**src/eeprom_cmd_cfg.svh**
```systemverilog
// Constants for the serial data memory command engine
`ifndef EEPROM_CMD_CFG_SVH
`define EEPROM_CMD_CFG_SVH
// Header length: start bit, two opcode bits, nine address bits
`define EE_HDR_BITS 4'd12
`define EE_DATA_BITS 4'd8
// Opcodes
`define EE_OP_EXT 2'b00
`define EE_OP_WRITE 2'b01
`define EE_OP_READ 2'b10
`define EE_OP_ERASE 2'b11
// Extended selectors, top two bits of the address field
`define EE_EXT_DIS 2'b00
`define EE_EXT_WRITE_ALL_CMD 2'b01
`define EE_EXT_ERASE_ALL_CMD 2'b10
`define EE_EXT_EN 2'b11
// Control register bit positions
`define EE_CR_SEL_BIT 4
`define EE_CR_SCK_BIT 5
`define EE_CR_SIN_BIT 6
`define EE_CR_SOUT_BIT 7
// Erased byte value
`define EE_ERASED 8'hff
// Self-timed program time, per byte, in ns
`define EE_PROG_NS 2000000
// Cycles at 8 ns, rounded down (longest time)
`define EE_PROG_CYC (`EE_PROG_NS / 8)
`endif

```
**src/eeprom_cmd_pkg.sv**
```systemverilog
// Types for the serial data memory command engine
`default_nettype none
package eeprom_cmd_pkg;
  // Link pins as seen by the engine
  typedef struct packed {
    logic sel;
    logic sck;
    logic sin;
  } link_in_t;
  // Engine states
  typedef enum logic [2:0] {
    ST_IDLE = 3'b000,
    ST_HDR = 3'b001,
    ST_DATA = 3'b010,
    ST_READ = 3'b011,
    ST_ARMED = 3'b100,
    ST_BUSY = 3'b101,
    ST_DONE = 3'b110
  } state_t;
  // Pending program operation
  typedef enum logic [1:0] {
    OP_ERASE = 2'b00,
    OP_WRITE = 2'b01,
    OP_ERASE_ALL_CMD = 2'b10,
    OP_WRITE_ALL_CMD = 2'b11
  } prog_t;
endpackage : eeprom_cmd_pkg
`default_nettype wire

```
**src/eeprom_array.sv**
```systemverilog
// 256 by 8 storage array with single or whole-array programming
`default_nettype none
module eeprom_array (
  // Clock and reset
  input wire logic clk,
  input wire logic rst_n,
  input wire logic ce,
  // Access
  input wire logic [7:0] addr,
  output logic [7:0] rdata,
  input wire logic wr,
  input wire logic wr_all,
  input wire logic [7:0] wdata
);
  logic [7:0] mem_r [0:255];

  // Cells keep contents over reset, as nonvolatile storage would
  always_ff @(posedge clk) begin
    if (ce) begin
      for (int i = 0; i < 256; i++) begin
        if (wr_all || (wr && addr == 8'(i))) begin
          mem_r[i] <= wdata;
        end
      end
    end
  end

  assign rdata = mem_r[addr];
endmodule : eeprom_array
`default_nettype wire

```
**src/eeprom_cmd_engine.sv**
```systemverilog
// Serial data memory command engine behind the three-wire line register
//
// Overview of operation
// Read shifts a zero dummy bit then 8 data bits, changing on shift_clock rise.
// Reads work whether programming is enabled or not.
// After each read byte the address steps by one.
// Sequential reads wrap the address; they end when select falls.
// Reset puts the engine in programming-disabled state.
// Write, erase, write-all, erase-all are ignored unless programming is enabled.
// Enable persists until the disable instruction or reset.
// Erase starts on select falling and is internally timed.
// Write starts on select falling and is internally timed.
// A byte write erases its location first, automatically.
// Erase-all sets all 256 bytes to all ones.
// Write-all writes the given byte to all 256 locations.
// Output low while busy with select high, high when done.
// Header: start 1, opcode 10 read, 11 erase, 01 write, then nine address bits.
// Opcode 00 field 11 enables, 00 disables, 10 erases all.
// Opcode 00 field 01 is write-all and carries eight data bits.
// Header is 12 bits; serial_in sampled on shift_clock rising edges.
// Output is high whenever select is low.
// Controller drops select after the last bit for the instruction to act.
// Control bit 4 select, 5 shift_clock, 6 serial_in, 7 output; 0..3 read zero.
`include "eeprom_cmd_cfg.svh"
`default_nettype none
module eeprom_cmd_engine #(
  parameter int unsigned PROG_CYC = `EE_PROG_CYC
) (
  // Clock, reset, enable
  input wire logic ref_clk,
  input wire logic rst_b,
  input wire logic clk_en,
  // Register port for eeprom_line_control_reg
  input wire logic reg_addr,
  input wire logic [7:0] reg_wdata,
  input wire logic reg_wr,
  input wire logic reg_rd,
  output logic [7:0] reg_rdata,
  // Engine status
  output logic busy,
  output logic prog_enabled
);
  logic rst_s1_r;
  logic rst_s2_r;
  logic rst_n;
  eeprom_cmd_pkg::link_in_t line_r;
  logic sck_d_r;
  logic sout_r;
  eeprom_cmd_pkg::state_t state_r;
  eeprom_cmd_pkg::prog_t prog_r;
  logic [3:0] cnt_r;
  logic [11:0] hdr_r;
  logic [7:0] addr_r;
  logic [7:0] data_r;
  logic [7:0] shift_r;
  logic en_r;
  logic [31:0] tmr_r;
  logic phase_r;
  logic sck_rise;
  logic sel_fall;
  logic mem_wr;
  logic mem_wr_all;
  logic [7:0] mem_wdata;
  logic [7:0] mem_rdata;
  logic [7:0] hdr_addr_nxt;
  logic hdr_last;
  logic prog_last;

  // Reset release through two flops; assertion stays asynchronous
  always_ff @(posedge ref_clk or negedge rst_b) begin
    if (!rst_b) begin
      rst_s1_r <= 1'b0;
      rst_s2_r <= 1'b0;
    end else begin
      rst_s1_r <= 1'b1;
      rst_s2_r <= rst_s1_r;
    end
  end
  assign rst_n = rst_s2_r;

  // Line bits written by the core; same clock, so used directly
  // A write while clk_en is low is lost; the core is frozen with the engine
  always_ff @(posedge ref_clk or negedge rst_n) begin
    if (!rst_n) begin
      line_r <= '0;
    end else if (clk_en && reg_wr && reg_addr == 1'b0) begin
      line_r.sel <= reg_wdata[`EE_CR_SEL_BIT];
      line_r.sck <= reg_wdata[`EE_CR_SCK_BIT];
      line_r.sin <= reg_wdata[`EE_CR_SIN_BIT];
    end
  end

  // Previous levels for edge finding
  // Both reset low like the idle pins, so reset leaves no false edge
  logic sel_d_r;
  always_ff @(posedge ref_clk or negedge rst_n) begin
    if (!rst_n) begin
      sck_d_r <= 1'b0;
      sel_d_r <= 1'b0;
    end else if (clk_en) begin
      sck_d_r <= line_r.sck;
      sel_d_r <= line_r.sel;
    end
  end
  assign sck_rise = line_r.sck && !sck_d_r && line_r.sel;
  assign sel_fall = sel_d_r && !line_r.sel;

  // Header is complete when the twelfth bit lands
  assign hdr_last = (state_r == eeprom_cmd_pkg::ST_HDR) && sck_rise
                    && cnt_r == (`EE_HDR_BITS - 4'd1);
  assign hdr_addr_nxt = {hdr_r[6:0], line_r.sin};

  // Last cycle of one program step; the sequencer and the array strobes share it
  assign prog_last = (state_r == eeprom_cmd_pkg::ST_BUSY) && (tmr_r == PROG_CYC - 1);

  // A complete header is held as start, opcode, then the nine-bit field
  function automatic logic ext_is(input logic [11:0] h, input logic [1:0] s);
    return (h[10:9] == `EE_OP_EXT) && (h[8:7] == s);
  endfunction : ext_is

  // Main sequencer
  always_ff @(posedge ref_clk or negedge rst_n) begin
    if (!rst_n) begin
      state_r <= eeprom_cmd_pkg::ST_IDLE;
      prog_r <= eeprom_cmd_pkg::OP_ERASE;
      cnt_r <= 4'd0;
      hdr_r <= 12'h000;
      addr_r <= 8'h00;
      data_r <= 8'h00;
      shift_r <= 8'h00;
      tmr_r <= 32'h0000_0000;
      phase_r <= 1'b0;
    end else if (clk_en) begin
      unique case (state_r)
        eeprom_cmd_pkg::ST_IDLE: begin
          // Leading zeros before the start bit are skipped
          if (sck_rise && line_r.sin) begin
            hdr_r <= 12'h001;
            cnt_r <= 4'd1;
            state_r <= eeprom_cmd_pkg::ST_HDR;
          end
        end
        eeprom_cmd_pkg::ST_HDR: begin
          if (!line_r.sel) begin
            state_r <= eeprom_cmd_pkg::ST_IDLE;
          end else if (sck_rise) begin
            hdr_r <= {hdr_r[10:0], line_r.sin};
            cnt_r <= cnt_r + 4'd1;
            if (hdr_last) begin
              cnt_r <= 4'd0;
              addr_r <= hdr_addr_nxt;
              unique case (hdr_r[9:8])
                `EE_OP_READ: begin
                  // Dummy zero goes out first, then eight data bits
                  shift_r <= 8'h00;
                  state_r <= eeprom_cmd_pkg::ST_READ;
                end
                `EE_OP_WRITE: begin
                  prog_r <= eeprom_cmd_pkg::OP_WRITE;
                  state_r <= eeprom_cmd_pkg::ST_DATA;
                end
                `EE_OP_ERASE: begin
                  prog_r <= eeprom_cmd_pkg::OP_ERASE;
                  state_r <= eeprom_cmd_pkg::ST_ARMED;
                end
                `EE_OP_EXT: begin
                  unique case (hdr_r[7:6])
                    `EE_EXT_WRITE_ALL_CMD: begin
                      prog_r <= eeprom_cmd_pkg::OP_WRITE_ALL_CMD;
                      state_r <= eeprom_cmd_pkg::ST_DATA;
                    end
                    `EE_EXT_ERASE_ALL_CMD: begin
                      prog_r <= eeprom_cmd_pkg::OP_ERASE_ALL_CMD;
                      state_r <= eeprom_cmd_pkg::ST_ARMED;
                    end
                    // Enable and disable act at select fall, see below
                    default: state_r <= eeprom_cmd_pkg::ST_DONE;
                  endcase
                end
              endcase
            end
          end
        end
        eeprom_cmd_pkg::ST_DATA: begin
          // Eight data bits follow a write or write-all header, MSB first
          if (!line_r.sel) begin
            state_r <= eeprom_cmd_pkg::ST_IDLE; // Short data: dropped
          end else if (sck_rise) begin
            data_r <= {data_r[6:0], line_r.sin};
            cnt_r <= cnt_r + 4'd1;
            if (cnt_r == `EE_DATA_BITS - 4'd1) begin
              state_r <= eeprom_cmd_pkg::ST_ARMED;
            end
          end
        end
        eeprom_cmd_pkg::ST_READ: begin
          if (!line_r.sel) begin
            state_r <= eeprom_cmd_pkg::ST_IDLE;
          end else if (sck_rise) begin
            // Rise with count 0 loads the byte after its dummy; rises 1 to 7 shift it;
            // the ninth rise puts out the next byte's dummy and steps the address
            if (cnt_r == `EE_DATA_BITS) begin
              addr_r <= addr_r + 8'h01;
              shift_r <= 8'h00;
              cnt_r <= 4'd0;
            end else if (cnt_r == 4'd0) begin
              shift_r <= mem_rdata;
              cnt_r <= 4'd1;
            end else begin
              shift_r <= {shift_r[6:0], 1'b0};
              cnt_r <= cnt_r + 4'd1;
            end
          end
        end
        eeprom_cmd_pkg::ST_ARMED: begin
          // Program starts only on select falling, with enable held
          if (sel_fall) begin
            // A refused instruction drops back to idle and reports ready at once
            if (en_r) begin
              tmr_r <= 32'h0000_0000;
              phase_r <= 1'b0;
              state_r <= eeprom_cmd_pkg::ST_BUSY;
            end else begin
              state_r <= eeprom_cmd_pkg::ST_IDLE;
            end
          end
        end
        eeprom_cmd_pkg::ST_BUSY: begin
          // Write runs erase then program, each one full program time
          // Select may toggle meanwhile; status is only visible with select high
          if (prog_last) begin
            tmr_r <= 32'h0000_0000;
            if (prog_r == eeprom_cmd_pkg::OP_WRITE && !phase_r) begin
              phase_r <= 1'b1;
            end else begin
              state_r <= eeprom_cmd_pkg::ST_DONE;
            end
          end else begin
            tmr_r <= tmr_r + 32'h0000_0001;
          end
        end
        eeprom_cmd_pkg::ST_DONE: begin
          // Wait for select low before a new instruction
          if (!line_r.sel) begin
            state_r <= eeprom_cmd_pkg::ST_IDLE;
          end
        end
        default: state_r <= eeprom_cmd_pkg::ST_IDLE;
      endcase
    end
  end

  // Programming enable latch; enable and disable act at select fall
  always_ff @(posedge ref_clk or negedge rst_n) begin
    if (!rst_n) begin
      en_r <= 1'b0;
    end else if (clk_en && sel_fall && state_r == eeprom_cmd_pkg::ST_DONE
                 && cnt_r == 4'd0) begin
      // The header has shifted fully in by now, so its field sits one place higher
      if (ext_is(hdr_r, `EE_EXT_EN)) begin
        en_r <= 1'b1;
      end else if (ext_is(hdr_r, `EE_EXT_DIS)) begin
        en_r <= 1'b0;
      end
    end
  end

  // Array strobes fire on the last cycle of each program step
  always_comb begin
    mem_wr = 1'b0;
    mem_wr_all = 1'b0;
    mem_wdata = `EE_ERASED;
    if (prog_last) begin
      unique case (prog_r)
        eeprom_cmd_pkg::OP_ERASE: mem_wr = 1'b1;
        eeprom_cmd_pkg::OP_WRITE: begin
          mem_wr = 1'b1;
          mem_wdata = phase_r ? data_r : `EE_ERASED;
        end
        eeprom_cmd_pkg::OP_ERASE_ALL_CMD: mem_wr_all = 1'b1;
        eeprom_cmd_pkg::OP_WRITE_ALL_CMD: begin
          mem_wr_all = 1'b1;
          mem_wdata = data_r;
        end
      endcase
    end
  end

  // Storage has no reset: contents are unknown until first programmed
  eeprom_array u_array (
    .clk(ref_clk),
    .rst_n(rst_n),
    .ce(clk_en),
    .addr(addr_r),
    .rdata(mem_rdata),
    .wr(mem_wr),
    .wr_all(mem_wr_all),
    .wdata(mem_wdata)
  );

  // Serial output: high when deselected, busy low, read bit while reading, high otherwise
  // The bit trails a shift clock write by two cycles, far inside one bit time
  always_ff @(posedge ref_clk or negedge rst_n) begin
    if (!rst_n) begin
      sout_r <= 1'b1;
    end else if (clk_en) begin
      if (!line_r.sel) begin
        sout_r <= 1'b1;
      end else if (state_r == eeprom_cmd_pkg::ST_BUSY) begin
        sout_r <= 1'b0;
      end else if (state_r == eeprom_cmd_pkg::ST_READ) begin
        sout_r <= shift_r[7];
      end else begin
        sout_r <= 1'b1;
      end
    end
  end

  // Read data one cycle after the strobe; low nibble reads zero
  // Idle and unmapped cycles read zero so stale line data never lingers
  always_ff @(posedge ref_clk or negedge rst_n) begin
    if (!rst_n) begin
      reg_rdata <= 8'h00;
    end else if (clk_en) begin
      reg_rdata <= 8'h00;
      if (reg_rd && reg_addr == 1'b0) begin
        reg_rdata <= {sout_r, line_r.sin, line_r.sck, line_r.sel, 4'h0};
      end
    end
  end

  // Status outputs from flops
  // prog_enabled trails the latch by a cycle, well inside instruction spacing
  always_ff @(posedge ref_clk or negedge rst_n) begin
    if (!rst_n) begin
      busy <= 1'b0;
      prog_enabled <= 1'b0;
    end else if (clk_en) begin
      busy <= (state_r == eeprom_cmd_pkg::ST_BUSY);
      prog_enabled <= en_r;
    end
  end
endmodule : eeprom_cmd_engine
`default_nettype wire

```
**config.mk**
```make
export PLATFORM = sky130hd
export DESIGN_NAME = eeprom_cmd_engine
export DESIGN_NICKNAME = d
export VERILOG_FILES = /design/src/eeprom_cmd_pkg.sv /design/src/eeprom_array.sv /design/src/eeprom_cmd_engine.sv
export VERILOG_INCLUDE_DIRS = /design/src /design/src/src
export SDC_FILE = /design/constraint.sdc
export NUM_CORES = 2
export LEC_CHECK = 0
export ABC_AREA = 1
export BUFFER_PORTS_ARGS = -buffer_cell sky130_fd_sc_hd__buf_4
export CAP_MARGIN = 5
export CELL_PAD_IN_SITES_DETAIL_PLACEMENT = 2
export CELL_PAD_IN_SITES_GLOBAL_PLACEMENT = 2
export CORE_MARGIN = 5
export CORE_UTILIZATION = 43
export DETAILED_ROUTE_END_ITERATION = 12
export PLACE_DENSITY_LB_ADDON = 0.1
export SYNTH_ARGS = -nofsm -noshare
export SYNTH_HDL_FRONTEND = slang
export SYNTH_SLANG_ARGS = --single-unit
export TNS_END_PERCENT = 20
```
**constraint.sdc**
```tcl
create_clock -name ref_clk -period 3.9 [get_ports ref_clk]
set_clock_uncertainty 0.1 [all_clocks]
set_input_delay 0.585 -clock ref_clk [delete_from_list [all_inputs] [get_ports ref_clk]]
set_output_delay 0.585 -clock ref_clk [all_outputs]
set_load 0.02 [all_outputs]
```
After elaboration in Yosys (flattened, before gate mapping)
Memory sizes are Yosys's and may differ from the RTL's.
Index checks and enable logic that the tools add are counted.
Widths: inputs -> output; s select.
{ "totals": {"ramBits": 2048, "elab_cells": 1716, "n_memories": 1, "output_inout_bits": 10, "regBits": 96} }
{ "op_classes": {"n_eq_ne": 295, "bitwise_logic": 1, "reduce_logical": 557, "mux": 838, "addsub": 3} }
{ "mem_list": {"columns": ["memory", "words", "word_bits", "rd", "rd_clocked_by_memory_dff", "wr", "line", "rtl"], "rows": [
  ["u_array.mem_r", 256, 8, 1, 0, 256, "eeprom_array.sv:15", "logic [7:0] mem_r [0:255];"]
]} }
{ "op_table": {"columns": ["op", "count"], "rows": [
  ["$eq 8x8->1 const B", 128],
  ["$mux 1", 781],
  ["$eq 8x7->1 const B", 64],
  ["$logic_and 1x1->1", 272],
  ["$eq 8x6->1 const B", 32],
  ["$logic_or 1x1->1", 256],
  ["$mux 8", 17],
  ["$eq 8x5->1 const B", 16],
  ["$mux 32", 3],
  ["$eq 8x4->1 const B", 8],
  ["$pmux 32 s2", 1],
  ["$pmux 8 s2", 3],
  ["$mux 4", 10],
  ["$mux 3", 12],
  ["$mux 11", 3],
  ["$add 32x1->32 const B", 1],
  ["$eq 32x18->1 const B", 1],
  ["$eq 8x3->1 const B", 4],
  ["$ne 2x2->1 const B", 15],
  ["$pmux 11 s2", 1],
  ["$pmux 3 s6", 1],
  ["$eq 8x2->1 const B", 2],
  ["$pmux 4 s4", 1],
  ["$reduce_and 8->1", 2],
  ["other kinds (34)", 60]
]} }

Longest topological paths before layout
{ "depth": {"depth_word": 9, "ltp_mapped": 20} }

Cells and area by module
A second synthesis with hierarchy kept.
{ "unflattened": {"hier_cells": 9092, "area_unflattened_um2": 91810.6} }
{ "by_module_without_submodules": {"columns": ["module", "seq_area_each_um2", "area_per_inst_um2", "cells_each", "instances"], "rows": [
  ["eeprom_array", 61499.0, 86325.3, 8299, 1],
  ["eeprom_cmd_engine", 2303.5, 5485.3, 793, 1]
]} }

Worst setup path before layout
Ideal clock, no wire load.
{ "synth_path": {"kind": "register -> register", "from": "register tmr_r[24]", "to": "memory u_array.mem_r[0][0], data pin", "setup_slack_ns": -2.054, "path_stages_with_launch": 7, "path_buffers": 0, "setup_ns": 1.511, "synth_period_minus_slack_ns": 5.954, "t_arrival_ns": 4.343, "path_cell_list": "dfrtp_1 > inv_1 > nand4_1 > nor4_1 > nand3_1 > nor2_2 > nand3_1"} }
{ "synth_lines": {"columns": ["item", "line", "rtl"], "rows": [
  ["start, declared", "eeprom_cmd_engine.sv:57", "logic [31:0] tmr_r;"],
  ["start signal, assigned", "eeprom_cmd_engine.sv:239", "tmr_r <= tmr_r + 32'h0000_0001;"],
  ["end, declared", "eeprom_array.sv:15", null]
]} }

==> results by group <==
Status
  – Outcome: complete, no violations

STA
  – Worst-margin pin slew: 1.27 ns
  – Final Hold Viols: 0
  – Setup violators final: 0
  – RSZ-0062 raised after global routing: no
  – Hold_ws: 0.267 ns
  – Worst setup slack after layout: 0.173 ns
  – Peak Freq: 0.268 GHz
  – Max Slew Vio Count: 0
  – Final min period: 3.73 ns
  – Max-slew headroom: 0.154
  – Period utilisation layout: 0.956

Worst setup path
  – Cell mode on critical path: buf_12
  – Critical path type: reg2reg
  – FF-to-FF Start: addr_r[1]
  – Worst path max stage delay: 0.65 ns
  – Startpoint Class: flip-flop
  – Setup slack, reg-to-reg: 0.17 ns
  – Slowest-stage cell, CP: dfrtp_4
  – RR Endpoint: u_array.mem_r[173][6]
  – Crit end category: flip-flop
  – CP Cell Sequence: inv_8 -> buf_12 -> ha_1 -> inv_1 -> nor2_4 -> buf_12 -> a21oi_1 -> nor2_1 -> buf_4
  – FF-to-FF path depth: 9
  – Critical-path maximum fanout: 57
  – Arr. time, crit path: 4.19 ns
  – Worst EP required: 4.36 ns

Drt
  – Wire per inst: 28.7 microns
  – Routed Antenna Nets: 0
  – Vias: 67.2k
  – First DRT Iteration DRCs: 6020
  – Final WL: 333 mm
  – Residual DRC: 0
  – Vias/cell: 5.79
  – Router iterations before antenna repair: 7

Min path
  – Hold EP: rst_n
  – Worst min-delay path class: reg2reg
  – Hold path startpoint: rst_s1_r
  – Hold Crit Depth: 0

CTS
  – Num CTS Buffers: 229
  – Setup bufs post-CTS: 0
  – Worst-case clock buffer depth: 3
  – CTS tree: built
  – Clk sinks: 2140
  – H-tree depth: 4
  – Clock Root Buffer: clkbuf_16
  – Clk Latency, worst-skew pair: 0.87 ns
  – CTS resizes: 0
  – Clock-pin slew on the worst setup and hold paths: 0.06 ns
  – Hold buffer count at CTS: 11

Floorplan
  – Core ar.: 209000 sq um
  – Cell row count: 168
  – I/O pins: 24
  – Die area: 218000 sq um
  – Die H: 467 microns
  – Die width: 467 microns
  – Starting Density: 0.431

Yosys
  – Synthesized area per cell: 10.8 sq um
  – Synth cell types: 47
  – Seq/Total Area, Yosys: 0.709
  – Number of flops mapped to enable cells by yosys: 2048
  – Mapped Area: 90000 sq um
  – Register bit total from synthesis: 2140
  – Synth Flop Type: edfxtp_1
  – YS warnings: 0
  – Asr flop ratio synth: 0.0430
  – Post-Syn Instances: 8322

Global routing
  – First-pass GRT wire length: 492 mm
  – Grt total ovfl: 0
  – Initial antenna violation count: 11
  – Top Usage Layer GRT: met2
  – M2 GR Usage: 0.528
  – GRT Resource Usage Total: 0.301
  – Met3 global-route usage: 0.0423
  – M1 GR Usage: 0.385
  – Vias in the first global route: 74.3k
  – Largest net degree at the start of global routing: 164

Layout
  – Area growth from synthesis to layout: 15.3%
  – Register area: 63800 sq um
  – Fill cell count: 21.0k
  – Final core occ: 0.496
  – Ratio of cells with drive above 1 in the final layout: 0.103
  – Commonest cells after routing, fill and taps aside: nor2_1 (2092), edfxtp_1 (2048), nand2_1 (1545)
  – Multi-input gate area: 23200 sq um
  – Most common cell after layout, fill and taps aside: nor2_1
  – Nets: 8625

Placement
  – Final HPWL DP: 202 mm
  – Worst slack, placed: 0.236 ns
  – I/O Buffers: 14
  – Routability cong.: 0.816

Power
  – Pwr dens: 661 nW/um^2
  – Static leakage: 29.8 nW
  – Max VDD drop: 0.477 mV

Run
  – Max Cap Viol: 0
[routing by layer]
layer	vias up	wire [microns]
li1	29067	-
met2	2058	168000
met5	-	24
met1	35426	135000
met3	613	18300
met4	4	11700
[worst max-delay path by stage]
stage	from	endpoint	cells past startpoint
global route	addr_r[1]	shift_r[1]	15
CTS	addr_r[1]	u_array.mem_r[173][6]	9
global placement	addr_r[1]	u_array.mem_r[173][4]	9
detailed placement	addr_r[1]	u_array.mem_r[173][1]	9
floorplan	tmr_r[17]	u_array.mem_r[0][7]	7
finish	addr_r[1]	u_array.mem_r[173][6]	9
[sequential cells by signal (all words and copies together), names as in the netlist]
register,count
cnt_r,4
sout_r,1
busy,1
data_r,8
shift_r,8
tmr_r,32
sel_d_r,1
u_array.mem_r,2048
rst_s1_r,1
prog_r,2
sck_d_r,1
hdr_addr_nxt,1
phase_r,1
hdr_r,11
rst_n,1
prog_enabled,1
en_r,1
line_r,2
reg_rdata,4
addr_r,8
state_r,3
[logic make-up after synthesis]
| group | synth area share |
|---|---|
| other | 0.0000835 |
| AND/OR/NAND/NOR | 0.163 |
| flip-flops | 0.709 |
| XOR/XNOR | 0.000779 |
| multiplexers | 0.000111 |
| AO/OA/AOI/OAI | 0.0893 |
| buffers and inverters | 0.0364 |
| adder cells (fa/ha/maj) | 0.00139 |
[final cells by class]
type / instances / area share
multi-input cells: 5425 / 0.223
inverters: 250 / 0.00924
well taps: 2805 / 0.0338
diodes: 10 / 0.000241
repair buffers: 555 / 0.0500
flip-flops and latches: 2140 / 0.615
clock buffers: 298 / 0.0582
clock inverters: 127 / 0.00974
[cells in the mapped netlist (all sizes together), types with 2 or more instances]
library cell | instances | area share
ha | 10 | 0.0014
edfxtp | 2048 | 0.68
nor3 | 24 | 0.0014
nand3b | 3 | 0.00025
nor4 | 6 | 0.00042
nand3 | 85 | 0.0048
o21ai | 1207 | 0.067
nor2 | 2116 | 0.088
xor2 | 8 | 0.00078
clkinv | 3 | 0.00013
inv | 247 | 0.010
buf | 282 | 0.016
o31ai | 4 | 0.00033
clkbuf | 228 | 0.0095
nor3b | 2 | 0.00017
nand2 | 1548 | 0.065
conb | 2 | 0.000083
nand4 | 41 | 0.0029
a21oi | 287 | 0.016
a211oi | 2 | 0.00017
dfrtp | 91 | 0.025
o22ai | 59 | 0.0041
o211ai | 3 | 0.00025
o21bai | 2 | 0.00017
[where the power goes]
| group | total (mW) | internal [mW] | switching, mW |
|---|---|---|---|
| clock network | 21.1 | 11.6 | 9.46 |
| registers | 25.5 | 25.1 | 0.400 |
| logic | 22.1 | 5.58 | 16.5 |
[per-stage QoR]
stage	area [sq um]	total power, mW	instances	setup TNS, ns
final	104000	68.6	11610	0
after global routing	104000	71.6	11602	0
after detailed placement	96500	47.5	11164	0
after floorplan	90000	37.6	8325	-1056.40
after global placement	96500	46.5	11164	0
after CTS	104000	68.9	11600	0
[worst max-delay path, delay by kind of cell (launching register included)]
| family | cells | cell delay, ns |
|---|---|---|
| AO/OA/AOI/OAI | 1 | 0.10 |
| flip-flops | 1 | 0.65 |
| buffers and inverters | 5 | 1.47 |
| AND/OR/NAND/NOR | 2 | 0.84 |
| adder cells (fa/ha/maj) | 1 | 0.22 |
No activity file was read; power rests on OpenSTA's default activity.
